<file path="src/core/ivd_pkg.sv">
/*
 Shared constants and carrier types of the interrupt and trap dispatch block.
 Assumes a 32-bit classic Wishbone register bus and a single 10 MHz CPU clock.
*/
package ivd_pkg;

  localparam int N_SRC    = 56;
  localparam int N_TRAP   = 9;
  localparam int N_LVL    = 20;
  localparam int ADR_W    = 12;
  localparam int IDX_W    = 6;
  localparam int PRIO_W   = 4;
  localparam int LEVEL_W  = 5;
  localparam int NUM_W    = 8;
  localparam int VEC_W    = 10;

  // Register byte addresses
  localparam logic [ADR_W-1:0] ADR_SRC_BASE = 12'h000;
  localparam logic [ADR_W-1:0] ADR_TFR      = 12'h100;
  localparam logic [ADR_W-1:0] ADR_STATE    = 12'h104;
  localparam logic [ADR_W-1:0] ADR_ISTS     = 12'h108;
  localparam logic [ADR_W-1:0] ADR_IMASK    = 12'h10c;

  // Source control register fields
  localparam int CTL_PRIO_LSB = 0;
  localparam int CTL_EN_BIT   = 6;
  localparam int CTL_REQ_BIT  = 7;

  // State register fields
  localparam int ST_PEND_LSB = 0;
  localparam int ST_TOP_LSB  = 8;
  localparam int ST_SVC_LSB  = 16;

  // Block event bits
  localparam int EV_W     = 2;
  localparam int EV_TRAP  = 0;
  localparam int EV_TAKEN = 1;

  // Trap inputs: class A are bits 0 to 2, class B are bits 3 to 8
  localparam int TR_NMI    = 0;
  localparam int TR_STKOF  = 1;
  localparam int TR_STKUF  = 2;
  localparam int TR_B_LSB  = 3;
  localparam int N_PEND    = 4;
  localparam int PEND_B    = 3;

  localparam logic [NUM_W-1:0]   NUM_NMI   = 8'h02;
  localparam logic [NUM_W-1:0]   NUM_STKOF = 8'h04;
  localparam logic [NUM_W-1:0]   NUM_STKUF = 8'h06;
  localparam logic [NUM_W-1:0]   NUM_CLS_B = 8'h0a;
  localparam logic [LEVEL_W-1:0] LVL_NMI   = 5'h13;
  localparam logic [LEVEL_W-1:0] LVL_STKOF = 5'h12;
  localparam logic [LEVEL_W-1:0] LVL_STKUF = 5'h11;
  localparam logic [LEVEL_W-1:0] LVL_CLS_B = 5'h10;

  // Trap number of each standard source, index 0 in the lowest byte
  localparam logic [N_SRC-1:0][NUM_W-1:0] SRC_NUM = {
    8'h43, 8'h42, 8'h41, 8'h40, 8'h3f, 8'h2f, 8'h2e, 8'h2d, 8'h2c, 8'h2b,
    8'h47, 8'h2a, 8'h29, 8'h28, 8'h27, 8'h26, 8'h25, 8'h24, 8'h23, 8'h22,
    8'h3e, 8'h3d, 8'h21, 8'h20, 8'h46, 8'h45, 8'h44, 8'h3c, 8'h3b, 8'h3a,
    8'h39, 8'h38, 8'h37, 8'h36, 8'h35, 8'h34, 8'h33, 8'h32, 8'h31, 8'h30,
    8'h1f, 8'h1e, 8'h1d, 8'h1c, 8'h1b, 8'h1a, 8'h19, 8'h18, 8'h17, 8'h16,
    8'h15, 8'h14, 8'h13, 8'h12, 8'h11, 8'h10};

  typedef struct packed {
    logic              req;
    logic              en;
    logic [PRIO_W-1:0] prio;
  } ivd_src_t;

  typedef struct packed {
    logic               valid;
    logic               is_trap;
    logic [LEVEL_W-1:0] level;
    logic [NUM_W-1:0]   trap_num;
    logic [VEC_W-1:0]   vector;
    logic [IDX_W-1:0]   idx;
  } ivd_offer_t;

endpackage : ivd_pkg

</file>
<file path="src/core/ivd_arbiter.sv">
/*
 Picks the enabled pending source of highest priority; lowest index wins a tie.
 Assumes registered request and priority inputs on the same clock.
*/
`timescale 1ns/1ps
module ivd_arbiter (
  input  wire logic [ivd_pkg::N_SRC-1:0]                     req_i,
  input  wire logic [ivd_pkg::N_SRC-1:0][ivd_pkg::PRIO_W-1:0] prio_i,
  output logic                                                found_o,
  output logic [ivd_pkg::IDX_W-1:0]                           idx_o,
  output logic [ivd_pkg::PRIO_W-1:0]                          prio_o
);
  import ivd_pkg::*;

  always_comb begin
    found_o = 1'b0;
    idx_o   = '0;
    prio_o  = '0;
    for (int i = N_SRC - 1; i >= 0; i--) begin
      if (req_i[i] && (!found_o || prio_i[i] >= prio_o)) begin
        found_o = 1'b1;
        idx_o   = IDX_W'(i);
        prio_o  = prio_i[i];
      end
    end
  end

endmodule : ivd_arbiter

</file>
<file path="src/core/ivd_top.sv">
/*
 Interrupt and hardware trap dispatch with a classic Wishbone register slave.
 Assumes peripheral requests, trap events and CPU handshakes come from logic
 on clk_i as one-cycle pulses; the CPU takes an offer by pulsing cpu_ack_i.
*/
// The implementer's own choices: the Wishbone interface to the registers and the register addresses.
// Contract
// - Every source owns a request flag, an enable flag, a vector location and a trap number.
// - A detected exception raises a hardware trap that no software setting can mask.
// - A taken trap sends the CPU to that trap's own vector like an interrupt service; the code gives all six class B traps the one vector of number 0x0a.
// - Each hardware trap also sets its own bit in the trap flag register.
// - A trap pre-empts any program unless a higher trap service runs, then it waits; the code also makes it wait while a trap service of its own level runs.
// - During a trap service no standard interrupt or event transfer may pre-empt.
// - Software gives each source one of sixteen priority levels in its control register.
// - A running interrupt service yields only to a request of strictly higher priority.
`timescale 1ns/1ps
module ivd_top (
  input  wire logic                          clk_i,
  input  wire logic                          rst_i,
  input  wire logic                          ce_i,
  input  wire logic                          wb_cyc_i,
  input  wire logic                          wb_stb_i,
  input  wire logic                          wb_we_i,
  input  wire logic [3:0]                    wb_sel_i,
  input  wire logic [ivd_pkg::ADR_W-1:0]     wb_adr_i,
  input  wire logic [31:0]                   wb_dat_i,
  output logic [31:0]                        wb_dat_o,
  output logic                               wb_ack_o,
  input  wire logic [ivd_pkg::N_SRC-1:0]     src_req_i,
  input  wire logic [ivd_pkg::N_TRAP-1:0]    trap_evt_i,
  input  wire logic                          cpu_ack_i,
  input  wire logic                          cpu_ret_i,
  output ivd_pkg::ivd_offer_t                dispatch_o,
  output logic                               irq_o
);
  import ivd_pkg::*;

  ivd_src_t                     src_reg   [N_SRC];
  ivd_src_t                     src_next  [N_SRC];
  logic [N_SRC-1:0]             cand;
  logic [N_SRC-1:0][PRIO_W-1:0] cand_prio;
  logic                         arb_found;
  logic [IDX_W-1:0]             arb_idx;
  logic [PRIO_W-1:0]            arb_prio;

  logic [N_TRAP-1:0]  trap_flag_register_reg, trap_flag_register_next;
  logic [N_PEND-1:0]  pend_reg, pend_next;
  logic [N_LVL-1:0]   svc_reg, svc_next;
  logic [EV_W-1:0]    ists_reg, ists_next;
  logic [EV_W-1:0]    imask_reg, imask_next;
  ivd_offer_t         offer_reg, offer_next;
  logic               ack_reg, ack_next;
  logic [31:0]        dat_reg, dat_next;
  logic               irq_reg, irq_next;

  logic               acc, wr, hit_src, take;
  logic [IDX_W-1:0]   wr_idx;
  logic [31:0]        wmask, rd;
  logic [LEVEL_W-1:0] top;
  logic               t_found;
  logic [LEVEL_W-1:0] t_lvl;
  logic [NUM_W-1:0]   t_num;
  logic [IDX_W-1:0]   t_idx;

  // Bus decode; a request is answered one cycle after it appears
  assign acc     = wb_cyc_i && wb_stb_i && !ack_reg;
  assign wr      = acc && wb_we_i;
  assign hit_src = wb_adr_i[ADR_W-1:2] < (ADR_W-2)'(N_SRC);
  assign wr_idx  = wb_adr_i[IDX_W+1:2];
  assign wmask   = {{8{wb_sel_i[3]}}, {8{wb_sel_i[2]}}, {8{wb_sel_i[1]}}, {8{wb_sel_i[0]}}};
  assign take    = cpu_ack_i && offer_reg.valid;

  // Per-source control: request, enable and priority
  for (genvar g = 0; g < N_SRC; g++) begin : g_src
    always_comb begin
      src_next[g] = src_reg[g];
      if (take && !offer_reg.is_trap && offer_reg.idx == IDX_W'(g)) begin
        src_next[g].req = 1'b0;
      end
      if (wr && hit_src && wr_idx == IDX_W'(g) && wb_sel_i[0]) begin
        src_next[g].req  = wb_dat_i[CTL_REQ_BIT];
        src_next[g].en   = wb_dat_i[CTL_EN_BIT];
        src_next[g].prio = wb_dat_i[CTL_PRIO_LSB +: PRIO_W];
      end
      if (src_req_i[g]) begin
        src_next[g].req = 1'b1;
      end
    end

    always_ff @(posedge clk_i) begin
      if (rst_i) begin
        src_reg[g] <= '0;
      end else if (ce_i) begin
        src_reg[g] <= src_next[g];
      end
    end

    assign cand[g]      = src_reg[g].req && src_reg[g].en;
    assign cand_prio[g] = src_reg[g].prio;
  end

  ivd_arbiter u_arb (
    .req_i   (cand),
    .prio_i  (cand_prio),
    .found_o (arb_found),
    .idx_o   (arb_idx),
    .prio_o  (arb_prio)
  );

  always_comb begin
    // Level of the innermost service in progress, zero when idle
    top = '0;
    for (int i = 0; i < N_LVL; i++) begin
      if (svc_reg[i]) begin
        top = LEVEL_W'(i);
      end
    end

    // Trap choice; class A outranks class B, no enable gates them
    t_found = 1'b1;
    t_lvl   = LVL_NMI;
    t_num   = NUM_NMI;
    t_idx   = IDX_W'(TR_NMI);
    if (pend_reg[TR_NMI]) begin
      t_lvl = LVL_NMI;
    end else if (pend_reg[TR_STKOF]) begin
      t_lvl = LVL_STKOF;
      t_num = NUM_STKOF;
      t_idx = IDX_W'(TR_STKOF);
    end else if (pend_reg[TR_STKUF]) begin
      t_lvl = LVL_STKUF;
      t_num = NUM_STKUF;
      t_idx = IDX_W'(TR_STKUF);
    end else if (pend_reg[PEND_B]) begin
      t_lvl = LVL_CLS_B;
      t_num = NUM_CLS_B;
      t_idx = IDX_W'(PEND_B);
    end else begin
      t_found = 1'b0;
    end

    // Offer to the CPU, withdrawn for the cycle after a take
    offer_next = '0;
    if (t_found && t_lvl > top) begin
      offer_next.is_trap  = 1'b1;
      offer_next.level    = t_lvl;
      offer_next.trap_num = t_num;
      offer_next.idx      = t_idx;
      offer_next.valid    = !take;
    end else if (arb_found && {1'b0, arb_prio} > top) begin
      offer_next.level    = {1'b0, arb_prio};
      offer_next.trap_num = SRC_NUM[arb_idx];
      offer_next.idx      = arb_idx;
      offer_next.valid    = !take;
    end
    offer_next.vector = {offer_next.trap_num, 2'b00};

    // Service nesting
    svc_next = svc_reg;
    if (cpu_ret_i) begin
      svc_next[top] = 1'b0;
    end
    if (take) begin
      svc_next[offer_reg.level] = 1'b1;
    end

    // Trap pending: cleared when taken, a new event wins
    pend_next = pend_reg;
    if (take && offer_reg.is_trap) begin
      pend_next[offer_reg.idx[1:0]] = 1'b0;
    end
    pend_next[TR_NMI]   = pend_next[TR_NMI]   | trap_evt_i[TR_NMI];
    pend_next[TR_STKOF] = pend_next[TR_STKOF] | trap_evt_i[TR_STKOF];
    pend_next[TR_STKUF] = pend_next[TR_STKUF] | trap_evt_i[TR_STKUF];
    pend_next[PEND_B]   = pend_next[PEND_B]   | (|trap_evt_i[N_TRAP-1:TR_B_LSB]);

    // Trap flags and block events, write one to clear, set wins
    trap_flag_register_next = trap_flag_register_reg;
    ists_next               = ists_reg;
    imask_next              = imask_reg;
    if (wr && wb_adr_i == ADR_TFR) begin
      trap_flag_register_next = trap_flag_register_reg & ~(wb_dat_i[N_TRAP-1:0]
                                & wmask[N_TRAP-1:0]);
    end
    if (wr && wb_adr_i == ADR_ISTS) begin
      ists_next = ists_reg & ~(wb_dat_i[EV_W-1:0] & wmask[EV_W-1:0]);
    end
    if (wr && wb_adr_i == ADR_IMASK && wb_sel_i[0]) begin
      imask_next = wb_dat_i[EV_W-1:0];
    end
    trap_flag_register_next = trap_flag_register_next | trap_evt_i;
    ists_next[EV_TRAP]      = ists_next[EV_TRAP] | (|trap_evt_i);
    ists_next[EV_TAKEN]     = ists_next[EV_TAKEN] | take;
    irq_next                = |(ists_reg & imask_reg);

    // Read data; unmapped addresses read zero
    rd = '0;
    if (hit_src) begin
      rd[CTL_PRIO_LSB +: PRIO_W] = src_reg[wr_idx].prio;
      rd[CTL_EN_BIT]             = src_reg[wr_idx].en;
      rd[CTL_REQ_BIT]            = src_reg[wr_idx].req;
    end else if (wb_adr_i == ADR_TFR) begin
      rd[N_TRAP-1:0] = trap_flag_register_reg;
    end else if (wb_adr_i == ADR_STATE) begin
      rd[ST_PEND_LSB +: N_PEND] = pend_reg;
      rd[ST_TOP_LSB +: LEVEL_W] = top;
      rd[$bits(rd)-1:ST_SVC_LSB] = svc_reg[$bits(rd)-1-ST_SVC_LSB:0];
    end else if (wb_adr_i == ADR_ISTS) begin
      rd[EV_W-1:0] = ists_reg;
    end else if (wb_adr_i == ADR_IMASK) begin
      rd[EV_W-1:0] = imask_reg;
    end
    ack_next = acc;
    dat_next = (acc && !wb_we_i) ? rd : '0;
  end

  always_ff @(posedge clk_i) begin
    if (rst_i) begin
      trap_flag_register_reg <= '0;
      pend_reg               <= '0;
      svc_reg                <= '0;
      ists_reg               <= '0;
      imask_reg              <= '0;
      offer_reg              <= '0;
      ack_reg                <= 1'b0;
      dat_reg                <= '0;
      irq_reg                <= 1'b0;
    end else if (ce_i) begin
      trap_flag_register_reg <= trap_flag_register_next;
      pend_reg               <= pend_next;
      svc_reg                <= svc_next;
      ists_reg               <= ists_next;
      imask_reg              <= imask_next;
      offer_reg              <= offer_next;
      ack_reg                <= ack_next;
      dat_reg                <= dat_next;
      irq_reg                <= irq_next;
    end
  end

  assign wb_dat_o   = dat_reg;
  assign wb_ack_o   = ack_reg;
  assign dispatch_o = offer_reg;
  assign irq_o      = irq_reg;

endmodule : ivd_top

</file>
<file path="config.mk">
export PLATFORM = sky130hd
export DESIGN_NAME = ivd_top
export DESIGN_NICKNAME = d
export VERILOG_FILES = /design/src/core/ivd_pkg.sv /design/src/core/ivd_arbiter.sv /design/src/core/ivd_top.sv
export SDC_FILE = /design/constraint.sdc
export NUM_CORES = 2
export LEC_CHECK = 0
export ABC_AREA = 1
export ABC_CLOCK_PERIOD_IN_PS = 83400
export BUFFER_PORTS_ARGS = -buffer_cell sky130_fd_sc_hd__buf_2
export CORE_MARGIN = 4
export CORE_UTILIZATION = 40
export CTS_BUF_LIST = sky130_fd_sc_hd__clkbuf_16
export CTS_CLUSTER_SIZE = 8
export DETAILED_ROUTE_END_ITERATION = 10
export PLACE_DENSITY = 0.62
export SLEW_MARGIN = 0
export SYNTH_ARGS = -nofsm -noshare
export SYNTH_HDL_FRONTEND = slang
export SYNTH_SLANG_ARGS = --single-unit
</file>
<file path="constraint.sdc">
create_clock -name clk_i -period 83.4 [get_ports clk_i]
set_input_delay 0 -clock clk_i [delete_from_list [all_inputs] [get_ports clk_i]]
set_output_delay 0 -clock clk_i [all_outputs]
set_load 0.02 [all_outputs]
</file>
Word-level counts from Yosys, hierarchy flattened
Memory sizes are Yosys's and may differ from the RTL's.
Cells that the tools add are included.
W data, S select, Z words.

word-level totals
  bits in registers = 92
  bits in latches = 0
  bits in writable memories = 336
  memory bits (read-only) = 512
  input port bits = 121
  word-level logic and storage cells = 1153
  memories kept = 2

memories
  name             depth  bits a word  read ports  clocked after memory_dff  wr ports  line            RTL
  (no name shown)  64     8            1           0                         0         ivd_top.sv:152  offer_next.trap_num = SRC_NUM[arb_idx];
  src_reg          56     6            57          0                         56        ivd_top.sv:38   ivd_src_t src_reg [N_SRC];

cells by class
  $add $sub $neg = 0
  $mul = 0
  div/mod/pow operators = 0
  order comparisons = 65
  equal/unequal tests = 114
  shifts and indexed selects = 0
  muxes and demuxes = 468
  bitwise logic cells = 75
  reductions and logical operators = 416

operators with widths
  kind                   count
  $mux W6                170
  $logic_and A1 B1 Y1    296
  $eq A6 B6 Y1 const B   48
  $mux W4                65
  $ge A4 B4 Y1           55
  $eq A6 B5 Y1 const B   32
  $mux W1                185
  $mux W5                20
  $eq A6 B4 Y1 const B   16
  $or A1 B1 Y1           62
  $logic_not A1 Y1       59
  $logic_or A1 B1 Y1     55
  $eq A12 B9 Y1 const B  4
  $eq A6 B3 Y1 const B   8
  $mux W16               3
  $mux W20               2
  $mux W32               1
  $mux W2                15
  $eq A6 B2 Y1 const B   4
  $and A20 B20 Y20       1
  $not A20 Y20           1
  $or A20 B20 Y20        1
  $and A9 B9 Y9          2
  $mux W13               1
  25 further kinds       32

Depth between registers and ports, before layout
An unclocked memory read counts as a cell.

  depth after elaboration = 227
  depth in mapped cells = 622
  depth with buffers taken out = 605

Modules after synthesis
From an unflattened synthesis, not the netlist that was laid out.

unflattened totals
  cell total of the unflattened synthesis = 4033
  area total of the unflattened synthesis = 30350.4 µm²

by module, submodules not included
  module       times used  cells an instance  area an instance (µm²)
  ivd_top      1           2355               20971.4
  ivd_arbiter  1           1678               9379.0

Least setup slack after synthesis
No wires, ideal clock.

  kind = register to register
  start point = mem src_reg[55][5] (netlist bit)
  end point = reg offer_reg, in the netlist dispatch_o[8]
  library setup time = 0.059 ns
  arrival time = 60.582 ns
  required time = 83.341 ns
  setup slack = 22.759 ns
  stages on the path, launching flop included = 568
  period minus slack after synthesis = 60.641 ns
  cell sequence = edfxtp_1 > nand2_2 > inv_2 > nand2_1 > ha_1 > nand2_1 > clkinv_1 > nand2_1 > nand4_1 > nand2_2 > nand3_1 > o21ai_0 > inv_1 > ha_1 > nand2_1 > clkinv_1 > nand3_1 > nand4_2 > (+532 left out) > o21ai_0 > nand2_1 > a21oi_1 > o21ai_0 > nand2_2 > or2_2 > a21boi_1 > ha_1 > nand2_1 > o21ai_0 > nand3_1 > inv_1 > nand3_1 > nor2_1 > inv_1 > a31oi_1 > nand2_1 > nand2_1

RTL lines
  item                    line            RTL
  start: declaration      ivd_top.sv:38
  end signal: assignment  ivd_top.sv:234  offer_reg <= offer_next;
  end: declaration        ivd_top.sv:51   ivd_offer_t offer_reg, offer_next;

==> qor.yml <==
outcome:
  outcome: "complete, no violations"
placed_design:
  dp.final_hpwl_mm: 78.60
  io_buffer_count: 153
  dp.cells: 4994
  place_ws_ns: 13.50
  gp_congestion: 0.9665
setup_path:
  worst-setup-path-type: "reg2reg"
  startpoint_type: "flip-flop"
  cp.required_ns: 83.97
  r2r-start: "src_reg[55][4]$_SDFFCE_PN0P_"
  worstPathMaxFanout: 17
  endpoint_kind: "flip-flop"
  critPathLaunch: "src_reg[55][4]$_SDFFCE_PN0P_"
  worst_ep_arrival_time_ns: 70.86
  crit_path_top_delay_cell: "nand2_1"
  reg2reg_depth: 550
  timing.critical_path.mode_cell: "o21ai_0"
  max_stage_delay_ns: 0.63
synthesis:
  synth.most_common_cell: "nand2_1"
  yosys_warnings: 0
  synth_edf_count: 336
  synthTopCellsByArea: "edfxtp_1 33%, nand2_1 9.7%, ha_1 7.6%"
  synth_area_mm2: 0.03041
  ys_seq_area_frac: 0.3890
  ys_ff_latch: 423
  yosysUniqueCellTypes: 74
  yosysTopAreaCell: "edfxtp_1"
  synthFlopType: "edfxtp_1"
  netlist_top_cells_count: "789 x nand2_1, 590 x inv_1, 447 x nor2_1, 425 x o21ai_0, 336 x edfxtp_1"
  syn_inst: 3983
  async_flop_share: 0
  syn_avg_cell_area_um2: 7.635
  synth_top_cell_area_share: 0.3318
sta:
  holdWs_ns: 0.06476
  skew_ns: 0.03334
  slew_headroom: 0.2500
  fin_crit_ns: 70.29
  worst_pin_slew_ns: 1.115
  setup_viol: 0
  fin_crit_sh: 0.8428
  hold_viol: 0
  fmax_mhz: 14.23
  setup_ws_ns: 13.11
  rsz0062_at_grt: "false"
  finalSetupTns_ns: 0
  slew_viol_final: 0
global_routing:
  grt_max_degree: 79
  gr-total-overflow: 0
  first_global_vias: 26889
  grt_usage: 0.2553
  grt_pass1_wl_mm: 161.3
  antenna_found_initial: 2
routing:
  drc: 0
  vias_per_cell: 5.564
  wl_per_cell_um: 20.67
  drt_iter0_markers: 3217
  vias: 28739
  routed_wl_mm: 106.8
  firstDrtPassIters: 8
  antenna_left: 0
floorplan:
  dieArea_mm2: 0.08051
  fp.dieH_um: 283.7
  initial_core_util: 0.4058
  rows: 100
  die-width_um: 283.7
  core_mm2: 0.07495
  ios: 186
clock_tree:
  htreeDepth: 2
  cts_tree: "built"
  cts_setup_buffers: 0
  insertion_delay_ns: 0.64
  cts.sinks: 423
  cts_root_buf: "clkbuf_16"
  cts_resized: 0
  clock_path_buffers: 3
  hold_buffers: 95
  clk_pin_slew_worst_paths_ns: 0.05
  cts-buffers-inserted: 59
cells_and_area:
  nNetsFinal: 4487
  final_util: 0.4595
  instances_no_fill: 5165
  largest_register_ffs: 336
  final_layout_size_suffix_gt1_frac: 0.1249
  synthToLayoutAreaGrowth_pct: 13.25
worst_hold_path:
  min_path_cells: 5
  hold_start: "wb_sel_i[0]"
  min_path_type: "in2reg"
pwr:
  max-vdd-ir-drop_uv: 20.29
  leakagePower_uw: 0.01613
  power.density_mw_per_mm2: 30.24
flow_run:
  drv_cap: 0
placed cells by master, fill, tap and decap left out, types with 59 or more instances in the layout:
cell / instances
nor3_1: 59
nand2_2: 108
edfxtp_1: 336
inv_1: 595
dlygate4sd3_1: 95
nor2_1: 444
o21ai_0: 425
nand2_4: 64
nand3_1: 157
clkbuf_16: 59
ha_1: 185
o22ai_1: 85
buf_2: 153
dfxtp_1: 87
a21oi_1: 115
a22oi_1: 78
nand2_1: 788
where the power goes:
part           internal (uW)  switching [uW]  total, uW
Sequential               240            12.7        252
Combinational            207             367        574
Clock                    124            91.2        215
worst paths after layout:
path                                  to  slack [ns]
max          dispatch_o[14]$_SDFFE_PP0P_       13.11
min reg2reg    wb_dat_o[30]$_SDFFE_PP0P_        0.45
max reg2reg  dispatch_o[14]$_SDFFE_PP0P_       13.11
min          src_reg[2][5]$_SDFFCE_PN0P_        0.06
final cells by class:
cell class / instances / area (um^2)
Inverter: 621 / 2338
Clock buffer: 59 / 1476
Fill cell: 7417 / 40510
Antenna cell: 2 / 5.005
Multi-Input combinational cell: 2799 / 15540
Sequential cell: 423 / 11830
Tap cell: 969 / 1212
Clock inverter: 15 / 103.9
Timing Repair Buffer: 277 / 1934
metal layers:
layer | GRT usage | vias up | part of all wire
li1 | - | 13771 | -
met1 | 0.3496 | 13339 | 0.42
met2 | 0.4097 | 1378 | 0.45
met3 | 0.04225 | 249 | 0.099
met4 | 0.08924 | 2 | 0.039
met5 | 0 | - | 0.00016
critical path: cells and delay by family (launching register included):
kind | cells | cell delay, ns
and+or+nand+nor | 274 | 25.84
AOI/OAI and AO/OA | 164 | 24.21
buffers and inverters | 56 | 3.69
adders and majority gates | 56 | 16.02
DFF | 1 | 0.37
logic make-up (layout without fill, tap and decap cells):
kind of cell	Yosys count	after routing	share of synthesized area
compound gates	850	850	0.1645
buf+inv	767	972	0.1019
flops	423	423	0.3890
other cells	1	9	0.0001233
simple gates	1754	1754	0.2673
mux	3	3	0.001029
fa+ha+maj	185	185	0.07611
metrics by stage:
| step | power [uW] | cell area (um^2) |
|---|---|---|
| CTS | 1042 | 34440 |
| global placement | 812.3 | 31910 |
| detailed placement | 821.1 | 31910 |
| finish | 1042 | 34440 |
| global route | 1138 | 34440 |
| floorplan | 698.9 | 30430 |
No activity file was read; power rests on OpenSTA's default activity.
